File: src/agseq_regs.vh
// Register map, field positions, reset values and timing constants of the group sequencer
// Notes on behaviour
// - A channel may sit in several groups; converted once per group run; all or none allowed.
// - Selected channels of a group are converted in ascending order, up to 16.
// - Nonzero event selection plus chosen event source edge converts the event group channels.
// - Nonzero write to group 1 or 2 selection loads it and starts; zero starts nothing.
// - Group 1 in event mode starts on its event edge, not on the selection write.
// - Event source register holds group 1 enable bit 8, source 5:4, polarity bit 7.
// - Control register two bit 8 picks rising or falling edge for the event group.
// - Any qualifying trigger pin edge triggers, even when software drives the pin.
// - Zero event group selection disables the event group.
// - All three groups continuous forces group 2 single and clears its continuous bit.
// - Control register two holds per group mode, freeze choice and interrupt enable.
// - Acquisition starts on a start; converter held reset for the whole sample time.
// - Conversion runs on converter clock, resolving bits from the MSB downward.
// - After all selected channels convert, the group end flag sets with results stored.
// - Results are 10-bit codes saturating at all ones and all zeros.
// - Per-group sample time enable off uses shared 2-bit field, else per-group 8-bit fields.
// - Buffered mode keeps one result FIFO per group, each a fixed 16 words deep.
// - Compatibility mode stores each result in a per-channel register, 16 of them.
// - Buffered mode optionally stores the channel identifier with each FIFO word.
// - FIFO reads return full 10-bit result or only its eight MSBs.
// - Each group FIFO has its own threshold counter for its interrupt request.
// - Group 2 stopped flag sits at bit 9 of the status register.
// - Simultaneous starts serve event group, then group 1, then group 2.
// - A freeze-enabled group in acquisition is suspended by a pending higher-priority group, unless another group is already suspended, and resumes later.
`ifndef AGSEQ_REGS_VH
`define AGSEQ_REGS_VH

// ==========================================================
// Register offsets
`define AGSEQ_CR1        8'h00
`define AGSEQ_CR2        8'h04
`define AGSEQ_SR         8'h08
`define AGSEQ_EVENT_GROUP_SOURCE_FIELD      8'h0c
`define AGSEQ_EISR       8'h10
`define AGSEQ_ISR1       8'h14
`define AGSEQ_ISR2       8'h18
`define AGSEQ_SAMPEV     8'h1c
`define AGSEQ_SAMPG1     8'h20
`define AGSEQ_SAMPG2     8'h24
`define AGSEQ_BUFCR      8'h28
`define AGSEQ_THR        8'h2c
`define AGSEQ_PINCR      8'h30
`define AGSEQ_FIFO_EV    8'h34
`define AGSEQ_FIFO_G1    8'h38
`define AGSEQ_FIFO_G2    8'h3c
`define AGSEQ_RES_BASE   8'h40

// ==========================================================
// Field positions
`define AGSEQ_CR1_PS_HI     2
`define AGSEQ_CR1_ACQ_LO    3
`define AGSEQ_CR2_G2MODE    2
`define AGSEQ_CR2_EVEDGE    8
`define AGSEQ_EV_GROUP1_EVENT_TRIGGER_ENABLE      8
`define AGSEQ_EV_G1EDGE     7
`define AGSEQ_SAMP_SEN      15
`define AGSEQ_SR_G2STOP     9

// ==========================================================
// Reset values and timing
`define AGSEQ_CR1_RST       16'h0001
`define AGSEQ_SAMP_RST      8'h01
`define AGSEQ_RES_BITS      10
`define AGSEQ_FIFO_DEPTH    16

`endif

File: src/agseq_fifo.v
// Result buffer memory for one conversion group
`timescale 1ns/1ps
module agseq_fifo #(
	parameter WIDTH = 14,
	parameter DEPTH = 16,
	parameter AW    = 4
) (
	input  wire             clk_i,
	input  wire             resetn_i,
	input  wire             flush_i,
	input  wire             wr_i,
	input  wire [WIDTH-1:0] wdata_i,
	input  wire             rd_i,
	output reg  [WIDTH-1:0] rdata_o,
	output wire             empty_o,
	output wire             full_o,
	output wire [AW:0]      count_o
);
	reg [WIDTH-1:0] mem [0:DEPTH-1];
	reg [AW-1:0]    wptr;
	reg [AW-1:0]    rptr;
	reg [AW:0]      cnt;
	wire            do_wr = wr_i & ~full_o;
	wire            do_rd = rd_i & ~empty_o;

	assign empty_o = (cnt == {(AW+1){1'b0}});
	assign full_o  = (cnt == DEPTH[AW:0]);
	assign count_o = cnt;

	// Storage write
	always @(posedge clk_i) begin
		if (do_wr)
			mem[wptr] <= wdata_i;
	end

	// Pointers and registered read data
	always @(posedge clk_i) begin
		if (!resetn_i || flush_i) begin
			wptr    <= {AW{1'b0}};
			rptr    <= {AW{1'b0}};
			cnt     <= {(AW+1){1'b0}};
			rdata_o <= {WIDTH{1'b0}};
		end else begin
			if (do_wr)
				wptr <= wptr + 1'b1;
			if (do_rd) begin
				rdata_o <= mem[rptr];
				rptr    <= rptr + 1'b1;
			end else if (rd_i) begin
				rdata_o <= {WIDTH{1'b0}};
			end
			cnt <= cnt + {{AW{1'b0}}, do_wr} - {{AW{1'b0}}, do_rd};
		end
	end
endmodule // agseq_fifo

File: src/agseq_top.v
// Group sequencer, trigger logic, converter timing and result storage
//
// Implementation choices: the address map and the address-and-strobe port.
`timescale 1ns/1ps
`include "agseq_regs.vh"
module agseq_top (
	input  wire        clk_i,
	input  wire        resetn_i,
	input  wire [7:0]  addr_i,
	input  wire [15:0] wdata_i,
	input  wire        wr_i,
	input  wire        rd_i,
	output reg  [15:0] rdata_o,
	input  wire        trigger_pin_i,
	output wire        trigger_pin_o,
	output wire        trigger_pin_oe_n_o,
	input  wire [2:0]  timer_event_i,
	output reg  [3:0]  analog_input_channel_o,
	output reg         core_reset_o,
	output reg  [9:0]  sar_trial_o,
	input  wire        comparator_i,
	output wire [2:0]  group_irq_o,
	output wire [2:0]  dma_req_o
);
	// ==========================================================
	// Local encodings
	localparam [1:0] ST_IDLE = 2'd0;
	localparam [1:0] ST_ACQ  = 2'd1;
	localparam [1:0] ST_CONV = 2'd2;
	localparam [1:0] ST_STORE = 2'd3;
	localparam [1:0] G_EV = 2'd0;
	localparam [1:0] G_1  = 2'd1;
	localparam [1:0] G_2  = 2'd2;

	// ==========================================================
	// Software registers
	reg [15:0] control_register_one;
	reg [15:0] control_register_two;
	reg [8:0]  event_source_register;
	reg [15:0] event_group_channel_select;
	reg [15:0] group1_channel_select;
	reg [15:0] group2_channel_select;
	reg        per_group_sample_time_on;
	reg [7:0]  event_sample_count;
	reg [7:0]  group1_sample_count;
	reg [7:0]  group2_sample_count;
	reg [2:0]  buf_ctrl; // bit0 buffered, bit1 channel id, bit2 8-bit read
	reg [11:0] fifo_thr; // 4 bits per group
	reg [2:0]  trigger_pin_control; // bit0 drive, bit2 output value
	reg [9:0]  result_reg [0:15];

	// Status flags per group
	reg [2:0]  grp_end;
	reg [2:0]  grp_busy;
	reg [2:0]  grp_stop;
	reg [2:0]  pend;
	reg [15:0] remain [0:2];

	// Sequencer state
	reg [1:0]  state;
	reg [1:0]  cur;
	reg [3:0]  chan;
	reg [7:0]  tcount;
	reg [3:0]  bitpos;
	reg [2:0]  div_cnt;
	reg        susp_valid;
	reg [1:0]  susp_grp;

	// Trigger synchroniser and edge history
	reg        pin_s1;
	reg        pin_s2;
	reg        pin_d;
	reg [2:0]  tmr_s1;
	reg [2:0]  tmr_s2;
	reg [2:0]  tmr_d;

	// ==========================================================
	// Helper functions
	function [3:0] agseq_lowest;
		input [15:0] m;
		integer i;
		begin
			agseq_lowest = 4'h0;
			for (i = 15; i >= 0; i = i - 1)
				if (m[i])
					agseq_lowest = i[3:0];
		end
	endfunction

	function agseq_edge;
		input [1:0] src;
		input       fall;
		input       pin_now;
		input       pin_old;
		input [2:0] t_now;
		input [2:0] t_old;
		reg         n;
		reg         o;
		begin
			n = (src == 2'd0) ? pin_now : t_now[src - 2'd1];
			o = (src == 2'd0) ? pin_old : t_old[src - 2'd1];
			agseq_edge = fall ? (o & ~n) : (n & ~o);
		end
	endfunction

	// Bus view of a popped FIFO word: full code or its eight MSBs
	function [15:0] agseq_fmt;
		input [13:0] w;
		input        eight;
		begin
			agseq_fmt = eight ? {4'h0, w[13:10], w[9:2]} : {2'b00, w};
		end
	endfunction

	// ==========================================================
	// Derived controls
	wire [2:0] ps      = control_register_one[`AGSEQ_CR1_PS_HI:0];
	wire [1:0] shared_sample_time_field     = control_register_one[`AGSEQ_CR1_ACQ_LO+1:`AGSEQ_CR1_ACQ_LO];
	wire       g1_evt  = event_source_register[`AGSEQ_EV_GROUP1_EVENT_TRIGGER_ENABLE];
	// Pin may be driven by software and still triggers
	wire       pin_lvl = trigger_pin_control[0] ? trigger_pin_control[2] : pin_s2;
	wire       pin_old = pin_d;
	assign trigger_pin_o      = trigger_pin_control[2];
	assign trigger_pin_oe_n_o = ~trigger_pin_control[0];

	wire ev_trig = (event_group_channel_select != 16'h0000) &&
		agseq_edge(event_source_register[1:0], control_register_two[`AGSEQ_CR2_EVEDGE],
		pin_lvl, pin_old, tmr_s2, tmr_d);
	wire g1_trig = g1_evt && (group1_channel_select != 16'h0000) &&
		agseq_edge(event_source_register[5:4], event_source_register[`AGSEQ_EV_G1EDGE],
		pin_lvl, pin_old, tmr_s2, tmr_d);

	// Converter clock enable: one pulse every ps peripheral cycles, every cycle when ps is 0
	wire converter_clock_en = (div_cnt == 3'd0);

	// Sample time of the running group
	wire [7:0] samp_len = !per_group_sample_time_on ? ({6'h00, shared_sample_time_field} + 8'h01) :
		(cur == G_EV) ? event_sample_count :
		(cur == G_1) ? group1_sample_count : group2_sample_count;

	wire [15:0] sel_cur = (cur == G_EV) ? event_group_channel_select :
		(cur == G_1) ? group1_channel_select : group2_channel_select;
	wire [15:0] rem_cur = remain[cur];
	wire [15:0] rem_left = rem_cur & ~(16'h0001 << chan);
	// Freeze bits sit at 6:4, clear of the mode and interrupt enable bits
	wire [3:0]  frz_idx    = 4'd4 + {2'b00, cur};
	wire        freeze_cur = control_register_two[frz_idx];

	// Highest priority pending group
	wire [1:0] next_grp = pend[0] ? G_EV : pend[1] ? G_1 : G_2;
	wire       preempt  = (state == ST_ACQ) && freeze_cur &&
		(next_grp < cur) && pend[next_grp] && !susp_valid;

	// ==========================================================
	// Result FIFOs, one per group
	wire [2:0]  ff_empty;
	wire [2:0]  ff_full;
	wire [13:0] ff_rdata [0:2];
	wire [4:0]  ff_cnt [0:2];
	wire        ff_wr_any = (state == ST_STORE) && buf_ctrl[0];
	wire [13:0] ff_word = {buf_ctrl[1] ? chan : 4'h0, sar_trial_o};
	wire [2:0]  ff_rd;
	assign ff_rd[0] = rd_i && (addr_i == `AGSEQ_FIFO_EV);
	assign ff_rd[1] = rd_i && (addr_i == `AGSEQ_FIFO_G1);
	assign ff_rd[2] = rd_i && (addr_i == `AGSEQ_FIFO_G2);

	genvar g;
	generate
		for (g = 0; g < 3; g = g + 1) begin : gen_fifo
			agseq_fifo #(.WIDTH(14), .DEPTH(`AGSEQ_FIFO_DEPTH), .AW(4)) u_fifo (
				.clk_i    (clk_i),
				.resetn_i (resetn_i),
				.flush_i  (!buf_ctrl[0]),
				.wr_i     (ff_wr_any && (cur == g)),
				.wdata_i  (ff_word),
				.rd_i     (ff_rd[g]),
				.rdata_o  (ff_rdata[g]),
				.empty_o  (ff_empty[g]),
				.full_o   (ff_full[g]),
				.count_o  (ff_cnt[g])
			);
			// Threshold request per group FIFO
			assign group_irq_o[g] = control_register_two[4*g+3] &&
				(buf_ctrl[0] ? (ff_cnt[g] >= {1'b0, fifo_thr[4*g+3:4*g]}) && !ff_empty[g]
				: grp_end[g]);
			assign dma_req_o[g] = buf_ctrl[0] && !ff_empty[g];
		end
	endgenerate

	// ==========================================================
	// Input synchronisers and edge history
	always @(posedge clk_i) begin
		if (!resetn_i) begin
			pin_s1 <= 1'b0;
			pin_s2 <= 1'b0;
			pin_d  <= 1'b0;
			tmr_s1 <= 3'h0;
			tmr_s2 <= 3'h0;
			tmr_d  <= 3'h0;
		end else begin
			pin_s1 <= trigger_pin_i;
			pin_s2 <= pin_s1;
			pin_d  <= pin_lvl;
			tmr_s1 <= timer_event_i;
			tmr_s2 <= tmr_s1;
			tmr_d  <= tmr_s2;
		end
	end

	// Converter clock divider
	always @(posedge clk_i) begin
		if (!resetn_i || state == ST_IDLE)
			div_cnt <= 3'd0;
		else if (div_cnt + 3'd1 >= ps)
			div_cnt <= 3'd0;
		else
			div_cnt <= div_cnt + 3'd1;
	end

	// ==========================================================
	// Register writes, triggers and sequencer
	always @(posedge clk_i) begin : seq
		reg [2:0] next_pend;
		next_pend = pend;
		if (!resetn_i) begin
			control_register_one       <= `AGSEQ_CR1_RST;
			control_register_two       <= 16'h0000;
			event_source_register      <= 9'h000;
			event_group_channel_select <= 16'h0000;
			group1_channel_select      <= 16'h0000;
			group2_channel_select      <= 16'h0000;
			per_group_sample_time_on   <= 1'b0;
			event_sample_count         <= `AGSEQ_SAMP_RST;
			group1_sample_count        <= `AGSEQ_SAMP_RST;
			group2_sample_count        <= `AGSEQ_SAMP_RST;
			buf_ctrl                   <= 3'h0;
			fifo_thr                   <= 12'h000;
			trigger_pin_control        <= 3'h0;
			grp_end    <= 3'h0;
			grp_busy   <= 3'h0;
			grp_stop   <= 3'h0;
			pend       <= 3'h0;
			remain[0]  <= 16'h0000;
			remain[1]  <= 16'h0000;
			remain[2]  <= 16'h0000;
			state      <= ST_IDLE;
			cur        <= G_EV;
			chan       <= 4'h0;
			tcount     <= 8'h00;
			bitpos     <= 4'h9;
			susp_valid <= 1'b0;
			susp_grp   <= G_EV;
			core_reset_o           <= 1'b1;
			sar_trial_o            <= 10'h000;
			analog_input_channel_o <= 4'h0;
		end else begin
			// Software writes
			if (wr_i) begin
				if (addr_i == `AGSEQ_CR1)
					control_register_one <= wdata_i;
				else if (addr_i == `AGSEQ_CR2) begin
					control_register_two <= wdata_i;
					// All three continuous: group 2 falls back to single
					if (wdata_i[0] && wdata_i[1] && wdata_i[`AGSEQ_CR2_G2MODE])
						control_register_two[`AGSEQ_CR2_G2MODE] <= 1'b0;
				end else if (addr_i == `AGSEQ_EVENT_GROUP_SOURCE_FIELD)
					event_source_register <= wdata_i[8:0];
				else if (addr_i == `AGSEQ_EISR)
					event_group_channel_select <= wdata_i;
				else if (addr_i == `AGSEQ_ISR1) begin
					group1_channel_select <= wdata_i;
					if (wdata_i != 16'h0000 && !g1_evt)
						next_pend[1] = 1'b1;
				end else if (addr_i == `AGSEQ_ISR2) begin
					group2_channel_select <= wdata_i;
					if (wdata_i != 16'h0000)
						next_pend[2] = 1'b1;
				end else if (addr_i == `AGSEQ_SAMPEV) begin
					per_group_sample_time_on <= wdata_i[`AGSEQ_SAMP_SEN];
					event_sample_count       <= wdata_i[7:0];
				end else if (addr_i == `AGSEQ_SAMPG1)
					group1_sample_count <= wdata_i[7:0];
				else if (addr_i == `AGSEQ_SAMPG2)
					group2_sample_count <= wdata_i[7:0];
				else if (addr_i == `AGSEQ_BUFCR)
					buf_ctrl <= wdata_i[2:0];
				else if (addr_i == `AGSEQ_THR)
					fifo_thr <= wdata_i[11:0];
				else if (addr_i == `AGSEQ_PINCR)
					trigger_pin_control <= wdata_i[2:0];
				else if (addr_i == `AGSEQ_SR)
					grp_end <= grp_end & ~wdata_i[2:0];
			end
			// Hardware events
			if (ev_trig)
				next_pend[0] = 1'b1;
			if (g1_trig)
				next_pend[1] = 1'b1;
			// Sequencer
			case (state)
				ST_IDLE: begin
					core_reset_o <= 1'b1;
					// Pending groups go first; a frozen group resumes once none is left
					if (pend != 3'h0) begin
						next_pend[next_grp] = 1'b0;
						cur    <= next_grp;
						remain[next_grp] <= (next_grp == G_EV) ? event_group_channel_select :
							(next_grp == G_1) ? group1_channel_select : group2_channel_select;
						chan   <= agseq_lowest((next_grp == G_EV) ? event_group_channel_select :
							(next_grp == G_1) ? group1_channel_select : group2_channel_select);
						grp_busy[next_grp] <= 1'b1;
						tcount <= 8'h00;
						state  <= ST_ACQ;
					end else if (susp_valid) begin
						cur        <= susp_grp;
						susp_valid <= 1'b0;
						grp_stop[susp_grp] <= 1'b0;
						state      <= ST_ACQ;
						tcount     <= 8'h00;
						chan       <= agseq_lowest(remain[susp_grp]);
					end
				end
				ST_ACQ: begin
					analog_input_channel_o <= chan;
					core_reset_o <= 1'b1;
					if (preempt) begin
						susp_valid <= 1'b1;
						susp_grp   <= cur;
						grp_stop[cur] <= 1'b1;
						state      <= ST_IDLE;
					end else if (converter_clock_en) begin
						if (tcount + 8'h01 >= samp_len) begin
							core_reset_o <= 1'b0;
							sar_trial_o  <= 10'h200;
							bitpos       <= 4'h9;
							state        <= ST_CONV;
						end else
							tcount <= tcount + 8'h01;
					end
				end
				ST_CONV: begin
					// Successive approximation, MSB first
					if (converter_clock_en) begin
						if (!comparator_i)
							sar_trial_o[bitpos] <= 1'b0;
						if (bitpos == 4'h0)
							state <= ST_STORE;
						else begin
							sar_trial_o[bitpos - 4'h1] <= 1'b1;
							bitpos <= bitpos - 4'h1;
						end
					end
				end
				default: begin
					core_reset_o <= 1'b1;
					remain[cur]  <= rem_left;
					if (rem_left != 16'h0000) begin
						chan   <= agseq_lowest(rem_left);
						tcount <= 8'h00;
						state  <= ST_ACQ;
					end else begin
						grp_end[cur]  <= 1'b1;
						grp_busy[cur] <= 1'b0;
						state         <= ST_IDLE;
						if (control_register_two[cur] && sel_cur != 16'h0000)
							next_pend[cur] = 1'b1;
					end
				end
			endcase
			pend <= next_pend;
		end
	end

	// Per-channel result registers
	always @(posedge clk_i) begin
		if (state == ST_STORE && !buf_ctrl[0])
			result_reg[chan] <= sar_trial_o;
	end

	// ==========================================================
	// Register read, data one cycle after the strobe
	reg [15:0] reg_rdata;
	reg [2:0]  ff_sel;
	always @(posedge clk_i) begin
		if (!resetn_i)
			reg_rdata <= 16'h0000;
		else if (!rd_i)
			reg_rdata <= 16'h0000;
		else if (addr_i == `AGSEQ_CR1)
			reg_rdata <= control_register_one;
		else if (addr_i == `AGSEQ_CR2)
			reg_rdata <= control_register_two;
		else if (addr_i == `AGSEQ_SR)
			reg_rdata <= {3'h0, grp_busy, grp_stop, 4'h0, grp_end};
		else if (addr_i == `AGSEQ_EVENT_GROUP_SOURCE_FIELD)
			reg_rdata <= {7'h00, event_source_register};
		else if (addr_i == `AGSEQ_EISR)
			reg_rdata <= event_group_channel_select;
		else if (addr_i == `AGSEQ_ISR1)
			reg_rdata <= group1_channel_select;
		else if (addr_i == `AGSEQ_ISR2)
			reg_rdata <= group2_channel_select;
		else if (addr_i == `AGSEQ_SAMPEV)
			reg_rdata <= {per_group_sample_time_on, 7'h00, event_sample_count};
		else if (addr_i == `AGSEQ_SAMPG1)
			reg_rdata <= {8'h00, group1_sample_count};
		else if (addr_i == `AGSEQ_SAMPG2)
			reg_rdata <= {8'h00, group2_sample_count};
		else if (addr_i == `AGSEQ_BUFCR)
			reg_rdata <= {13'h0000, buf_ctrl};
		else if (addr_i == `AGSEQ_THR)
			reg_rdata <= {4'h0, fifo_thr};
		else if (addr_i == `AGSEQ_PINCR)
			reg_rdata <= {12'h000, pin_s2, trigger_pin_control};
		else if (addr_i >= `AGSEQ_RES_BASE && addr_i[1:0] == 2'b00 && addr_i < 8'h80)
			reg_rdata <= {6'h00, result_reg[addr_i[5:2]]};
		else
			reg_rdata <= 16'h0000;
	end

	// Remember which FIFO was popped; its registered word stands next cycle
	always @(posedge clk_i) begin
		if (!resetn_i)
			ff_sel <= 3'h0;
		else
			ff_sel <= ff_rd;
	end

	// Bus data: popped FIFO word in the chosen format, else the register view
	always @* begin
		if (ff_sel[0])
			rdata_o = agseq_fmt(ff_rdata[0], buf_ctrl[2]);
		else if (ff_sel[1])
			rdata_o = agseq_fmt(ff_rdata[1], buf_ctrl[2]);
		else if (ff_sel[2])
			rdata_o = agseq_fmt(ff_rdata[2], buf_ctrl[2]);
		else
			rdata_o = reg_rdata;
	end
endmodule // agseq_top

File: config.mk
export PLATFORM = sky130hd
export DESIGN_NAME = agseq_top
export DESIGN_NICKNAME = d
export VERILOG_FILES = /design/src/agseq_fifo.v /design/src/agseq_top.v
export VERILOG_INCLUDE_DIRS = /design/src
export SDC_FILE = /design/constraint.sdc
export NUM_CORES = 2
export LEC_CHECK = 0
export BUFFER_PORTS_ARGS = -buffer_cell sky130_fd_sc_hd__buf_2
export CAP_MARGIN = 15
export CORE_ASPECT_RATIO = 1.2
export CORE_MARGIN = 2
export CORE_UTILIZATION = 40
export CTS_BUF_LIST = sky130_fd_sc_hd__clkbuf_4 sky130_fd_sc_hd__clkbuf_8
export CTS_CLUSTER_DIAMETER = 40
export DETAILED_ROUTE_END_ITERATION = 16
export PLACE_DENSITY = 0.52
export SETUP_SLACK_MARGIN = 0.5
export SYNTH_ARGS = -nofsm -noshare
export SYNTH_HDL_FRONTEND = slang
export SYNTH_HIERARCHICAL = 1
export SYNTH_SLANG_ARGS = --single-unit
File: constraint.sdc
create_clock -name clk_i -period 8.7 [get_ports clk_i]
set_input_delay 2.61 -clock clk_i [delete_from_list [all_inputs] [get_ports clk_i]]
set_output_delay 2.61 -clock clk_i [all_outputs]
set_load 0.01 [all_outputs]
==> reports/results.ini <==
[worst_setup_path]
path_max_fanout=5
crit_slowest_cell=a21boi_0
worstPathArrival_ns=3.40
cpPeakStageDelay_ns=0.65
path_class=flop to output port
cp_data_required_time_ns=6.09
crit_chain=inv_1 > ha_1 > or4b_4 > inv_1 > nor2_1 > o31ai_1 > a21boi_0 > buf_2
crit_top_cell=inv_1
cp-start-kind=flop
critical_path.endpoint_type=output port

[sta]
setup_viol=0
fin_crit_ns=6.013
maxSlewViolCount=0
finalWorstSetupSlack_ns=2.687
fmax_ghz=0.1663
finalHoldViolations=0
worstMarginPinSlew_ns=1.157
fin_tns_setup_ns=0
period_share_pct=69.12
finClkSkew_ns=0.05157
relSlewSlack_pct=22.77
whs_ns=0.4328
rsz0062_at_grt=false

[cts]
path_clk_slew_ns=0.06
cts_tree=yes
clock_path_buffers=3
cts-root-buf=clkbuf_8
cts_buffers=204
cts_max_level=4
cts_hold_buf=0
clkLatencyLatePin_ns=0.94
postCtsSetupBuffers=0
cts.sinks=1209
cts_resized=0

[grt]
grt_overflow=0
track_usage_pct=22.54
grt_pass1_wl_um=218100
grt_max_degree=88
first_global_vias=31460
grt_antenna_before_repair=13

[min_path]
min_path_type=flop to flop

[die]
fp.dieW_um=332.5
start_util_pct=40.33
core_region_area_mm2=0.1285
pin_count=72
fp-row-count=144
die_h_um=398.2
dieArea_mm2=0.1324

[drt]
finalWirelength_um=149400
vias=31260
wl_per_cell_um=26.85
drt-initial-drc-count=2735
drtPass1Iterations=6
via_per_inst=5.616
ant_nets=0
drc_errors=0

[synthesis]
synth_nets=3679
synthCells=3570
yosys_warnings=6
netlist_area_mm2=0.05181
synth_area_per_cell_um2=14.51

[layout]
area_growth_pct=13.15
largest_reg_flops=672
layout-drive-gt1-share_pct=23.46
final_cell_mix=896 x edfxtp_1, 360 x nor2_1, 296 x dfxtp_1
finalInstanceArea_mm2=0.05862
nets=3825
final_common_cell=edfxtp_1

[power]
p_leak_nw=18.89
peakVddDrop_uv=115.7
powerDensity_mw_per_mm2=211.9

[place]
dp_slack_ns=2.481
post_dp_cell_area_mm2=0.05407
gp_congestion=0.9294
numPortBuffers=71
place_hpwl_um=98020

[outcome]
status=finished clean

[flow_run]
drv_cap=0

## worst max-delay path: cells and delay by family, from the launching register on
kind	cells	cell delay, ns
AOI/OAI and AO/OA	2	0.84
adders and majority gates	1	0.21
buffers and inverters	3	0.39
DFF	1	0.39
and+or+nand+nor	2	0.64
## report_power, final
part           switching [W]  internal, W  total, W
logic               0.000402     0.000156  0.000559
clock network        0.00241      0.00319   0.00560
registers          0.0000722      0.00619   0.00626
## metrics by stage
step           std cells  power (W)  util (%)
2_1_floorplan       3570   0.006699         -
3_3_place_gp        5188   0.006950     42.09
3_5_place_dp        5188   0.006948     42.09
4_1_cts             5561    0.01256     45.62
5_1_grt             5564    0.01283     45.63
6_report            5565    0.01242     45.63
## metal layers
metal / GRT usage (%) / wire length (um) / vias up
li1: - / - / 14040
met1: 29.75 / 63660 / 15950
met2: 37.19 / 72440 / 995
met3: 3.544 / 7605 / 271
met4: 9.334 / 5699 / 2
met5: 0 / 13 / -
## final cells by class
type | instances | area (um^2)
diodes | 3 | 7.507
clock buffers | 283 | 3482
clock inverters | 90 | 1050
fillers | 11520 | 69840
inverters | 112 | 425.4
multi-input cells | 2029 | 17330
flip-flops and latches | 1209 | 33200
well taps | 1679 | 2101
repair buffers | 160 | 1026
## path summary, 6_finish.rpt
kind / from / to / slack (ns) / cells after the start
worst min register to register: pin_s1 / pin_s2 / 0.43 / 1
worst max register to register: cur[1] / tcount[5] / 4.47 / 11
worst max-delay path: gen_fifo[0].u_fifo/count_o[2] / group_irq_o[0] / 2.69 / 8
worst min-delay path: pin_s1 / pin_s2 / 0.43 / 1
No activity file was read; power rests on OpenSTA's default activity.
